File: src/include/cct_pkg.sv
// Constants and carrier types of the capture and compare timer control.
// Assumes a 125 MHz system clock and a 32-bit classic Wishbone slave port.
package cct_pkg;

  // ****************************************
  // Register offsets (byte addresses)
  // ****************************************
  localparam logic [7:0] ADR_CTRL  = 8'h00;
  localparam logic [7:0] ADR_COUNT = 8'h0C;
  localparam logic [7:0] ADR_CMP0  = 8'h28;
  localparam logic [7:0] ADR_CMP1  = 8'h2C;
  localparam logic [7:0] ADR_STAT  = 8'h34;
  localparam logic [7:0] ADR_MASK  = 8'h38;

  // ****************************************
  // Control register field positions
  // ****************************************
  localparam int B_ACT   = 0;
  localparam int B_EN    = 1;
  localparam int B_FRST  = 2;
  localparam int B_SEL   = 4;
  localparam int B_ON0   = 8;
  localparam int B_ON1   = 9;
  localparam int B_SET1  = 16;
  localparam int B_SET0  = 17;
  localparam int B_CLR1  = 24;
  localparam int B_CLR0  = 25;

  // ****************************************
  // Reset values
  // ****************************************
  localparam logic [31:0] COUNT_RST = 32'h0000_0000;
  localparam logic [31:0] CMP_RST   = 32'h0000_0000;
  localparam logic [2:0]  SEL_RST   = 3'h0;
  localparam logic [1:0]  IRQ_RST   = 2'h0;

  // ****************************************
  // Timing: 48 MHz base from the 125 MHz clock
  // ****************************************
  localparam int SRC_KHZ = 48000;
  localparam int SYS_KHZ = 125000;
  localparam logic [7:0] ACC_STEP = 8'(SRC_KHZ / 1000);
  localparam logic [7:0] ACC_WRAP = 8'(SYS_KHZ / 1000);

  // Captured bus request
  typedef struct packed {
    logic [7:0]  adr;
    logic        we;
    logic [31:0] dat;
    logic [31:0] lanes;
  } cct_req_t;

  // Software commands for one compare channel
  typedef struct packed {
    logic on;
    logic force_hi;
    logic force_lo;
  } cct_chan_ctl_t;

endpackage

File: src/hw/cct_timebase.sv
// Counter time base: 48 MHz phase accumulator and power-of-two divider.
// Assumes the caller holds run_i low while the block is gated.
`timescale 1ns/1ps
`default_nettype none
module cct_timebase (
  // Clock and reset
  input  wire logic       clk_i,
  input  wire logic       rst_i,
  // Control
  input  wire logic       run_i,
  input  wire logic [2:0] sel_i,
  // Advance pulse
  output logic            tick_o
);
  logic [7:0] acc;
  logic [6:0] div;
  logic [7:0] acc_sum;
  logic       base;
  logic [6:0] div_mask;

  // Accumulator overflow marks a 48 MHz edge
  assign acc_sum  = acc + cct_pkg::ACC_STEP;
  assign base     = acc_sum >= cct_pkg::ACC_WRAP;
  assign div_mask = ~(7'h7F << sel_i);

  // Accumulator, divider and tick; upper select half gives no ticks
  always_ff @(posedge clk_i) begin
    if (rst_i || !run_i) begin
      acc    <= 8'h00;
      div    <= 7'h00;
      tick_o <= 1'b0;
    end else begin
      acc    <= base ? acc_sum - cct_pkg::ACC_WRAP : acc_sum;
      div    <= base ? div + 7'h01 : div;
      tick_o <= base && !sel_i[2] && ((div & div_mask) == div_mask);
    end
  end
endmodule
`default_nettype wire

File: src/hw/cct_cmp_chan.sv
// One compare channel: toggle flip-flop, software force and match event.
// Assumes moved_i pulses once per new counter value.
`timescale 1ns/1ps
`default_nettype none
module cct_cmp_chan (
  // Clock and reset
  input  wire logic                  clk_i,
  input  wire logic                  rst_i,
  // Control and values
  input  wire cct_pkg::cct_chan_ctl_t ctl_i,
  input  wire logic                  active_i,
  input  wire logic                  moved_i,
  input  wire logic [31:0]           count_i,
  input  wire logic [31:0]           cmp_i,
  // Outputs
  output logic                       out_o,
  output logic                       evt_o
);
  logic hit;
  logic next_out;

  // Match only on a fresh count while enabled and active
  assign hit = ctl_i.on && active_i && moved_i && (count_i == cmp_i);

  // Force high beats force low, software beats toggle
  assign next_out = ctl_i.force_hi ? 1'b1 :
                    ctl_i.force_lo ? 1'b0 :
                    hit            ? ~out_o : out_o;

  // Output flip-flop and event pulse
  always_ff @(posedge clk_i) begin
    if (rst_i) begin
      out_o <= 1'b0;
      evt_o <= 1'b0;
    end else begin
      out_o <= next_out;
      evt_o <= hit;
    end
  end
endmodule
`default_nettype wire

File: src/hw/cct_timer_top.sv
// Capture and compare timer control: counter, time base, two compares.
// Assumes a classic Wishbone master, one clock at 125 MHz, sync reset.
//
// The Wishbone interface to the registers was chosen for this implementation.
`timescale 1ns/1ps
`default_nettype none
module cct_timer_top (
  // Clock and reset
  input  wire logic        clk_i,
  input  wire logic        rst_i,
  // Wishbone slave
  input  wire logic        wb_cyc_i,
  input  wire logic        wb_stb_i,
  input  wire logic        wb_we_i,
  input  wire logic [7:0]  wb_adr_i,
  input  wire logic [3:0]  wb_sel_i,
  input  wire logic [31:0] wb_dat_i,
  output logic [31:0]      wb_dat_o,
  output logic             wb_ack_o,
  // Timer outputs
  output logic             cmp_toggle_out0_o,
  output logic             cmp_toggle_out1_o,
  output logic             cmp_evt0_o,
  output logic             cmp_evt1_o,
  output logic [31:0]      count_o,
  output logic             irq_o
);

  // ****************************************
  // Control and data state
  // ****************************************
  logic        activate;
  logic        cnt_enable;
  logic        cnt_reset;
  logic [2:0]  counter_clock_select;
  logic        cmp_chan0_on;
  logic        cmp_chan1_on;
  logic [31:0] cmp0;
  logic [31:0] cmp1;
  logic [1:0]  irq_stat;
  logic [1:0]  irq_mask;
  logic        moved;
  logic        tick;

  // ****************************************
  // Bus decode
  // ****************************************
  cct_pkg::cct_req_t req;
  cct_pkg::cct_chan_ctl_t ctl0;
  cct_pkg::cct_chan_ctl_t ctl1;
  logic        take;
  logic        wr;
  logic        wr_ctrl;
  logic        wr_cnt;
  logic        wr_cmp0;
  logic        wr_cmp1;
  logic        wr_mask;
  logic        rd_stat;
  logic        cmp_out0_force_high;
  logic        cmp_out1_force_high;
  logic        cmp_out0_force_low;
  logic        cmp_out1_force_low;
  logic        hit_any;
  logic [31:0] ctrl_rd;
  logic [31:0] rdata;
  logic [31:0] next_count;
  logic [1:0]  next_stat;

  // Request capture and byte-lane mask
  assign req.adr   = wb_adr_i;
  assign req.we    = wb_we_i;
  assign req.dat   = wb_dat_i;
  assign req.lanes = {{8{wb_sel_i[3]}}, {8{wb_sel_i[2]}},
                      {8{wb_sel_i[1]}}, {8{wb_sel_i[0]}}};

  // A request is taken once, in the cycle before its ack
  assign take    = wb_cyc_i && wb_stb_i && !wb_ack_o;
  assign wr      = take && req.we;
  assign wr_ctrl = wr && (req.adr == cct_pkg::ADR_CTRL);
  assign wr_cnt  = wr && (req.adr == cct_pkg::ADR_COUNT);
  assign wr_cmp0 = wr && (req.adr == cct_pkg::ADR_CMP0);
  assign wr_cmp1 = wr && (req.adr == cct_pkg::ADR_CMP1);
  assign wr_mask = wr && (req.adr == cct_pkg::ADR_MASK);
  assign rd_stat = take && !req.we && (req.adr == cct_pkg::ADR_STAT);

  // Write-one-to-set and write-one-to-clear fields of the control register
  assign cmp_out0_force_high = wr_ctrl && req.lanes[cct_pkg::B_SET0]
                               && req.dat[cct_pkg::B_SET0];
  assign cmp_out1_force_high = wr_ctrl && req.lanes[cct_pkg::B_SET1]
                               && req.dat[cct_pkg::B_SET1];
  assign cmp_out0_force_low  = wr_ctrl && req.lanes[cct_pkg::B_CLR0]
                               && req.dat[cct_pkg::B_CLR0] && !cmp_out0_force_high;
  assign cmp_out1_force_low  = wr_ctrl && req.lanes[cct_pkg::B_CLR1]
                               && req.dat[cct_pkg::B_CLR1] && !cmp_out1_force_high;

  // Channel command bundles
  assign ctl0 = '{on: cmp_chan0_on, force_hi: cmp_out0_force_high,
                  force_lo: cmp_out0_force_low};
  assign ctl1 = '{on: cmp_chan1_on, force_hi: cmp_out1_force_high,
                  force_lo: cmp_out1_force_low};

  assign ctrl_rd = {6'h00, cmp_toggle_out0_o, cmp_toggle_out1_o,
                    6'h00, cmp_toggle_out0_o, cmp_toggle_out1_o,
                    6'h00, cmp_chan1_on, cmp_chan0_on,
                    1'b0, counter_clock_select,
                    1'b0, cnt_reset, cnt_enable, activate};

  // Read multiplexer; unmapped offsets read zero
  assign rdata = (req.adr == cct_pkg::ADR_CTRL)  ? ctrl_rd :
                 (req.adr == cct_pkg::ADR_COUNT) ? count_o :
                 (req.adr == cct_pkg::ADR_CMP0)  ? cmp0 :
                 (req.adr == cct_pkg::ADR_CMP1)  ? cmp1 :
                 (req.adr == cct_pkg::ADR_STAT)  ? {30'h0000_0000, irq_stat} :
                 (req.adr == cct_pkg::ADR_MASK)  ? {30'h0000_0000, irq_mask} :
                 32'h0000_0000;

  // Bus answer one cycle after a request is taken
  always_ff @(posedge clk_i) begin
    if (rst_i) begin
      wb_ack_o <= 1'b0;
      wb_dat_o <= 32'h0000_0000;
    end else begin
      wb_ack_o <= take;
      wb_dat_o <= take ? rdata : wb_dat_o;
    end
  end

  // ****************************************
  // Control register
  // ****************************************
  // all fields reset
  always_ff @(posedge clk_i) begin
    if (rst_i) begin
      activate             <= 1'b0;
      cnt_enable           <= 1'b0;
      cnt_reset            <= 1'b0;
      counter_clock_select <= cct_pkg::SEL_RST;
      cmp_chan0_on         <= 1'b0;
      cmp_chan1_on         <= 1'b0;
    end else if (cnt_reset) begin
      cnt_reset  <= 1'b0;
      cnt_enable <= 1'b0;
    end else if (wr_ctrl) begin
      if (req.lanes[0]) begin
        activate             <= req.dat[cct_pkg::B_ACT];
        cnt_enable           <= req.dat[cct_pkg::B_EN];
        cnt_reset            <= req.dat[cct_pkg::B_FRST];
        counter_clock_select <= req.dat[cct_pkg::B_SEL +: 3];
      end
      if (req.lanes[8]) begin
        cmp_chan0_on <= req.dat[cct_pkg::B_ON0];
        cmp_chan1_on <= req.dat[cct_pkg::B_ON1];
      end
    end
  end

  // ****************************************
  // Time base and free-running counter
  // ****************************************
  // select drives base
  cct_timebase u_base (
    .clk_i  (clk_i),
    .rst_i  (rst_i),
    .run_i  (activate && cnt_enable && !cnt_reset),
    .sel_i  (counter_clock_select),
    .tick_o (tick)
  );

  assign next_count = cnt_reset ? cct_pkg::COUNT_RST :
                      (wr_cnt && !cnt_enable) ?
                        ((count_o & ~req.lanes) | (req.dat & req.lanes)) :
                      (tick && cnt_enable && activate) ? count_o + 32'h0000_0001 :
                      count_o;

  // Counter and its change flag
  always_ff @(posedge clk_i) begin
    if (rst_i) begin
      count_o <= cct_pkg::COUNT_RST;
      moved   <= 1'b0;
    end else begin
      count_o <= next_count;
      moved   <= next_count != count_o;
    end
  end

  // Compare values, writable at any time
  always_ff @(posedge clk_i) begin
    if (rst_i) begin
      cmp0 <= cct_pkg::CMP_RST;
      cmp1 <= cct_pkg::CMP_RST;
    end else begin
      cmp0 <= wr_cmp0 ? (cmp0 & ~req.lanes) | (req.dat & req.lanes) : cmp0;
      cmp1 <= wr_cmp1 ? (cmp1 & ~req.lanes) | (req.dat & req.lanes) : cmp1;
    end
  end

  // ****************************************
  // Compare channels
  // ****************************************
  // channel 0 match
  cct_cmp_chan u_chan0 (
    .clk_i    (clk_i),
    .rst_i    (rst_i),
    .ctl_i    (ctl0),
    .active_i (activate),
    .moved_i  (moved),
    .count_i  (count_o),
    .cmp_i    (cmp0),
    .out_o    (cmp_toggle_out0_o),
    .evt_o    (cmp_evt0_o)
  );

  cct_cmp_chan u_chan1 (
    .clk_i    (clk_i),
    .rst_i    (rst_i),
    .ctl_i    (ctl1),
    .active_i (activate),
    .moved_i  (moved),
    .count_i  (count_o),
    .cmp_i    (cmp1),
    .out_o    (cmp_toggle_out1_o),
    .evt_o    (cmp_evt1_o)
  );

  // ****************************************
  // Interrupt status and mask
  // ****************************************
  // Event set wins over read clear
  assign next_stat = (rd_stat ? 2'h0 : irq_stat) | {cmp_evt1_o, cmp_evt0_o};
  assign hit_any   = |(next_stat & irq_mask);

  // Status, mask and level output
  always_ff @(posedge clk_i) begin
    if (rst_i) begin
      irq_stat <= cct_pkg::IRQ_RST;
      irq_mask <= cct_pkg::IRQ_RST;
      irq_o    <= 1'b0;
    end else begin
      irq_stat <= next_stat;
      irq_mask <= (wr_mask && req.lanes[0]) ? req.dat[1:0] : irq_mask;
      irq_o    <= hit_any;
    end
  end
endmodule
`default_nettype wire

File: config.mk
export PLATFORM = sky130hd
export DESIGN_NAME = cct_timer_top
export DESIGN_NICKNAME = d
export VERILOG_FILES = /design/src/include/cct_pkg.sv /design/src/hw/cct_timebase.sv /design/src/hw/cct_cmp_chan.sv /design/src/hw/cct_timer_top.sv
export SDC_FILE = /design/constraint.sdc
export NUM_CORES = 1
export LEC_CHECK = 0
export ABC_AREA = 1
export BUFFER_PORTS_ARGS = -buffer_cell sky130_fd_sc_hd__buf_2
export CAP_MARGIN = 30
export CORE_MARGIN = 2
export CORE_UTILIZATION = 31
export CTS_CLUSTER_SIZE = 28
export DETAILED_ROUTE_END_ITERATION = 16
export SLEW_MARGIN = 20
export SYNTH_ARGS = -nofsm -noshare
export SYNTH_HDL_FRONTEND = slang
export SYNTH_HIERARCHICAL = 1
export SYNTH_SLANG_ARGS = --single-unit
File: constraint.sdc
create_clock -name clk_i -period 2.4 [get_ports clk_i]
set_input_delay 0 -clock clk_i [delete_from_list [all_inputs] [get_ports clk_i]]
set_output_delay 0 -clock clk_i [all_outputs]
set_load 0.02 [all_outputs]
Word level (Yosys, flattened, before mapping)

Cells that the tools add are included.

Bits in writable memories: 0
ROM bits: 0
Word-level logic and storage cells: 121
Input bits: 49
Memories kept: 0
Latch bits: 0
Output and inout bits: 70
Bits in registers: 163

Add/sub/neg operators: 4
Order comparisons: 1
Eq/ne operators: 9
Reductions and logical operators: 50
Div/mod/pow operators: 0
Multiply operators: 0
Bitwise logic cells: 17
Shift operators: 1
Multiplexer cells: 17

Operators with widths:

| kind                                                 | count |
|---|---|
| 2-to-1 mux 32 bit                                    | 7 |
| AND 32 bit                                           | 4 |
| bitwise OR 32 bit                                    | 3 |
| == test 32 bit                                       | 2 |
| adder 32 x 1 -> 32 bit (second input constant)       | 1 |
| == test 8 x 6 -> 1 bit (second input constant)       | 4 |
| logical AND 1 bit                                    | 32 |
| != test 32 bit                                       | 1 |
| inverter 32 bit                                      | 1 |
| adder 8 x 6 -> 8 bit (second input constant)         | 1 |
| == test 8 x 4 -> 1 bit (second input constant)       | 1 |
| >= comparator 8 x 7 -> 1 bit (second input constant) | 1 |
| logical NOT 1 bit                                    | 8 |
| logical NOT 8 bit                                    | 1 |
| 2-to-1 mux 8 bit                                     | 1 |
| subtractor 8 x 7 -> 8 bit (second input constant)    | 1 |
| adder 7 x 1 -> 7 bit (second input constant)         | 1 |
| AND 7 bit                                            | 1 |
| == test 7 bit                                        | 1 |
| inverter 7 bit                                       | 1 |
| left shift 7 x 3 -> 7 bit (first input constant)     | 1 |
| 2-to-1 mux 1 bit                                     | 6 |
| 2-to-1 mux 2 bit                                     | 3 |
| AND reduction 3 bit                                  | 2 |
| other kinds (8)                                      | 14 |

Longest topological paths before layout

Depth in word-level cells: 10
Depth in mapped cells: 18
Mapped depth without buffers: 18

Modules after synthesis

Netlist, hierarchy kept.

By module, submodules not included:

| module        | area an instance (um^2) | cells an instance | seq. area each (um^2) | times used |
|---|---|---|---|---|
| cct_timer_top | 7,843.8                 | 1,190             | 2,862.7               | 1 |
| cct_cmp_chan  | 933.4                   | 202               | 40.0                  | 2 |
| cct_timebase  | 815.8                   | 112               | 240.2                 | 1 |

Worst setup path before layout

OpenSTA, ideal clock, no wires.

Path type: register -> register
Start point: register count_o[1]
End point: register moved
Path buffers: 0
Clock period less this slack: 2.189 ns
Arrival: 2.080 ns
Library setup time: 0.109 ns
Stages on the path, launching flop included: 19
Slack: 0.211 ns
Required time: 2.291 ns
Cells stage by stage: dfxtp_1 > ha_1 > nand2_1 > nor2_1 > nand3_4 > nor2_1 > nand2_1 > nand3_1 > nand2_1 > nand2_1 > nand2_1 > clkinv_1 > nand2_1 > nor2_1 > nand2_1 > nor2_1 > nand3_1 > nand2_1 > inv_1

Cells in the longest elaborated chain, start to end: 5
Elaborated cells between the ends (all ways): 7
Classes of those cells: add/sub: 1; eq/ne: 1; mux: 3; bitwise: 2

Ends and longest elaborated chain:

| what                                                   | RTL line                                   | RTL |
|---|---|---|
| from (decl)                                            | cct_timer_top.sv:25                        | `output logic [31:0] count_o,` |
| from (signal assigned)                                 | cct_timer_top.sv:178                       | `count_o <= cct_pkg::COUNT_RST;` |
| from (signal assigned)                                 | cct_timer_top.sv:181                       | `count_o <= next_count;` |
| adder 32 x 1 -> 32 bit or AND 32 bit (tied branches)   | cct_timer_top.sv:172, cct_timer_top.sv:171 |  |
| 2-to-1 mux 32 bit or bitwise OR 32 bit (tied branches) | cct_timer_top.sv:172, cct_timer_top.sv:171 |  |
| 2-to-1 mux 32 bit                                      | cct_timer_top.sv:170                       | `(wr_cnt && !cnt_enable) ?` |
| 2-to-1 mux 32 bit                                      | cct_timer_top.sv:169                       | `assign next_count = cnt_reset ? cct_pkg::COUNT_RST :` |
| != test 32 bit (*)                                     | cct_timer_top.sv:182                       | `moved <= next_count != count_o;` |
| to (signal assigned)                                   | cct_timer_top.sv:182                       |  |
| to (decl)                                              | cct_timer_top.sv:42                        | `logic moved;` |

Mark *: on every way between the ends. The rest lies on a longest branch, timed or not.
A chain may end at the register's enable or synchronous reset.

Worst setup path in the final report

Ends and elaborated chain as after synthesis.

==> results_dict.tcl <==
set metrics [dict create \
    whs_path_depth 3 \
    setup_violations 0 \
    finalClockSkew_ps 17.4 \
    cts_tree "yes" \
    drt_wl_total_um 41100 \
    dr.first_iter.drc_count 1096 \
    period_needed_ps 2190 \
    grt_util_all_layers 0.232 \
    maxSlewViolCount 0 \
    cts_sinks 159 \
    clk_latency_ps 470 \
    placed_cells 2280 \
    via_per_inst 5.04 \
    fin_area_um2 12800 \
    arrival_ps 2560 \
    via_count 11800 \
    cts_root_buf "clkbuf_16" \
    grt_pass1_vias 11200 \
    die-width_um 188 \
    required_ps 2770 \
    hold_class "in -> reg" \
    drt_pass1_iterations 7 \
    num_rows 67 \
    drv_cap 0 \
    slew_headroom 0.542 \
    ir_worst_vdd_uv 486 \
    fp.dieArea_um2 35400 \
    io_pins 119 \
    syn_avg_cell_area_um2 6.17 \
    outcome "complete, no violations" \
    antenna_found_initial 0 \
    clkTransAtPathRegs_ps 80 \
    grt_max_degree 117 \
    r2r_slack_ps 210 \
    drt_drc_violations_left 0 \
    power.density_nw_per_um2 455 \
    overflow 0 \
    critical-path-max-stage-delay_ps 350 \
    cp_common_cell "nand2_1" \
    crit_chain "ha_2 > nand2_1 > nor2_4 > nand3_4 > nor2_4 > nand3_1 > nand3_1 > nand2_1 > nand2_1 > nand2_1 > nor2_1 > nand2_1 > nor2_2 > nand3_1 > nand2_1 > inv_1" \
    timing_worst_setup_path_type "reg -> reg" \
    netlist_instances 1706 \
    syn-cell-area_um2 10500 \
    r2r.worst_path.cells 16 \
    synth_seq_cells 159 \
    hpwl_um 31300 \
    die_h_um 188 \
    postRouteAntennaNets 0 \
    leakage_nw 5.66 \
    syn_nets 1761 \
    fmax_ghz 0.457 \
    start_util 0.315 \
    cp_max_fo 6 \
    yosys_warnings 6 \
    port-buffer-count 118 \
    seq_area_frac_synth 0.302 \
    area_growth_syn_to_layout_pct 21.8 \
    ctsHtreeMaxLevel 4 \
    worst_pin_slew_ps 687 \
    core_um2 33400 \
    layout-drive-gt1-share 0.167 \
    period_share 0.911 \
    numCtsBuffers 17 \
    startpoint_type "flip-flop" \
    diodes 0 \
    fin_hold_ws_ps 17.9 \
    synth_cell_types 44 \
    placed_cell_area_um2 12000 \
    tns_ps 0 \
    gp_congestion 0.930 \
    clockBufferDepth 2 \
    instances_no_fill 2334 \
    grt_first_pass_wirelength_um 63000 \
    post_drt_wl_per_cell_um 17.6 \
    crit_path_end_kind "flip-flop" \
    hold_viol 0 \
    power_mw 5.83 \
    layout.nets 1928 \
    crit_path_top_delay_cell "dfxtp_1" \
]
==> worst max-delay path, delay by kind of cell, from the launching register on <==
family / cells / cell delay (ps)
adder cells (fa/ha/maj): 1 / 200
AND/OR/NAND/NOR: 14 / 1500
flip-flops: 1 / 350
buffers and inverters: 1 / 30
==> where the power goes <==
group	internal (mW)	leakage [nW]	switching (mW)
Combinational	0.110	4.09	0.229
Clock	1.49	0.288	1.34
Sequential	2.65	1.28	0.00760
Total	4.25	5.66	1.58
==> per-layer routing <==
layer	wire [um]	global-route usage	share of wire
met5	0	0	0
met4	1060	0.0851	0.026
met3	2680	0.0410	0.065
met2	17900	0.362	0.44
met1	19500	0.321	0.47
==> layout by cell type (no fill, tap or decap), types with 9 or more instances in the layout <==
cell type / netlist / routed
nand3_2: 10 / 11
o21ai_1: 12 / 12
inv_1: 293 / 293
dlygate4sd3_1: 0 / 20
buf_2: 5 / 117
buf_4: 5 / 64
o21ai_0: 71 / 71
nor2_1: 218 / 211
nand2_2: 20 / 21
xor2_1: 23 / 23
a221oi_1: 55 / 55
nor4_1: 10 / 9
nand4_1: 16 / 16
nor3_1: 10 / 10
dfxtp_1: 159 / 155
nand2_1: 405 / 404
o22ai_1: 30 / 30
nor2_2: 15 / 19
nand3_1: 131 / 130
clkbuf_16: 0 / 17
a21oi_1: 98 / 98
nor2_4: 11 / 14
==> Yosys cell counts <==
cell	instances	area share
xor2_1	23	0.019
nor2_8	1	0.0019
nand4_4	1	0.0020
nor2_4	11	0.012
nand3_1	131	0.062
o21ai_2	3	0.0025
clkbuf_1	42	0.015
buf_1	3	0.0011
a211oi_1	4	0.0029
nand2_4	4	0.0043
a21oi_2	6	0.0050
o22ai_1	30	0.018
nor4_1	10	0.0059
o2111ai_1	2	0.0017
o21ai_0	71	0.034
clkinv_1	2	0.00071
inv_2	4	0.0014
buf_12	1	0.0019
dfxtp_1	159	0.30
a22o_1	1	0.00083
o21ai_1	12	0.0057
or2_2	3	0.0018
nand2_2	20	0.012
buf_2	5	0.0024
nor3_1	10	0.0048
buf_4	5	0.0036
xnor2_1	5	0.0042
nand2_8	1	0.0019
nand4_1	16	0.0095
and3_1	2	0.0012
nand2_1	405	0.14
a21oi_1	98	0.047
o211ai_1	4	0.0029
nor2_2	15	0.0089
nor2_1	218	0.078
or2_1	6	0.0036
nand3_4	1	0.0017
nand3b_1	2	0.0014
inv_1	293	0.10
and2_1	1	0.00059
buf_6	4	0.0043
nand3_2	10	0.0095
ha_1	6	0.0071
a221oi_1	55	0.046
==> path summary, 6_finish.rpt <==
check / end / start
max: moved / count_o[1]
min: flip-flop / wb_dat_i[23]
max reg2reg: moved / count_o[1]
min reg2reg: wb_dat_o[31] / wb_dat_o[31]
==> through the flow <==
step / worst slack (ps) / utilization
3_5_place_dp: -9.42 / 0.358
3_3_place_gp: -29.5 / 0.358
2_1_floorplan: 211 / -
6_report: 213 / 0.383
5_1_grt: -7.45 / 0.383
4_1_cts: 74.1 / 0.381
==> cells by family (layout without fill, tap and decap cells) <==
kind of cell / after synthesis / in the layout / synth area share
simple gates: 868 / 868 / 0.367
buf+inv: 359 / 539 / 0.135
compound gates: 286 / 286 / 0.165
flops: 159 / 159 / 0.302
xor+xnor: 28 / 28 / 0.0233
fa+ha+maj: 6 / 6 / 0.00713
==> what timing repair did <==
action | in CTS | in global routing
endpoints found under the setup margin | 1 | 1
pin swaps | 0 | 4
hold buffers | 20 | 0
resized for setup | 1 | 16
endpoints found under the hold margin | 27 | 0
setup buffers | 0 | 2
==> cell type report <==
class                      count  area, um^2
fill                        3577       20600
multi-input combinational   1188        5970
tap                          448         561
clock inverter                14         146
sequential                   159        3190
inverter                     299        1120
timing repair buffer         208        1390
clock buffer                  18         439
(Power assumes the default switching activity.)
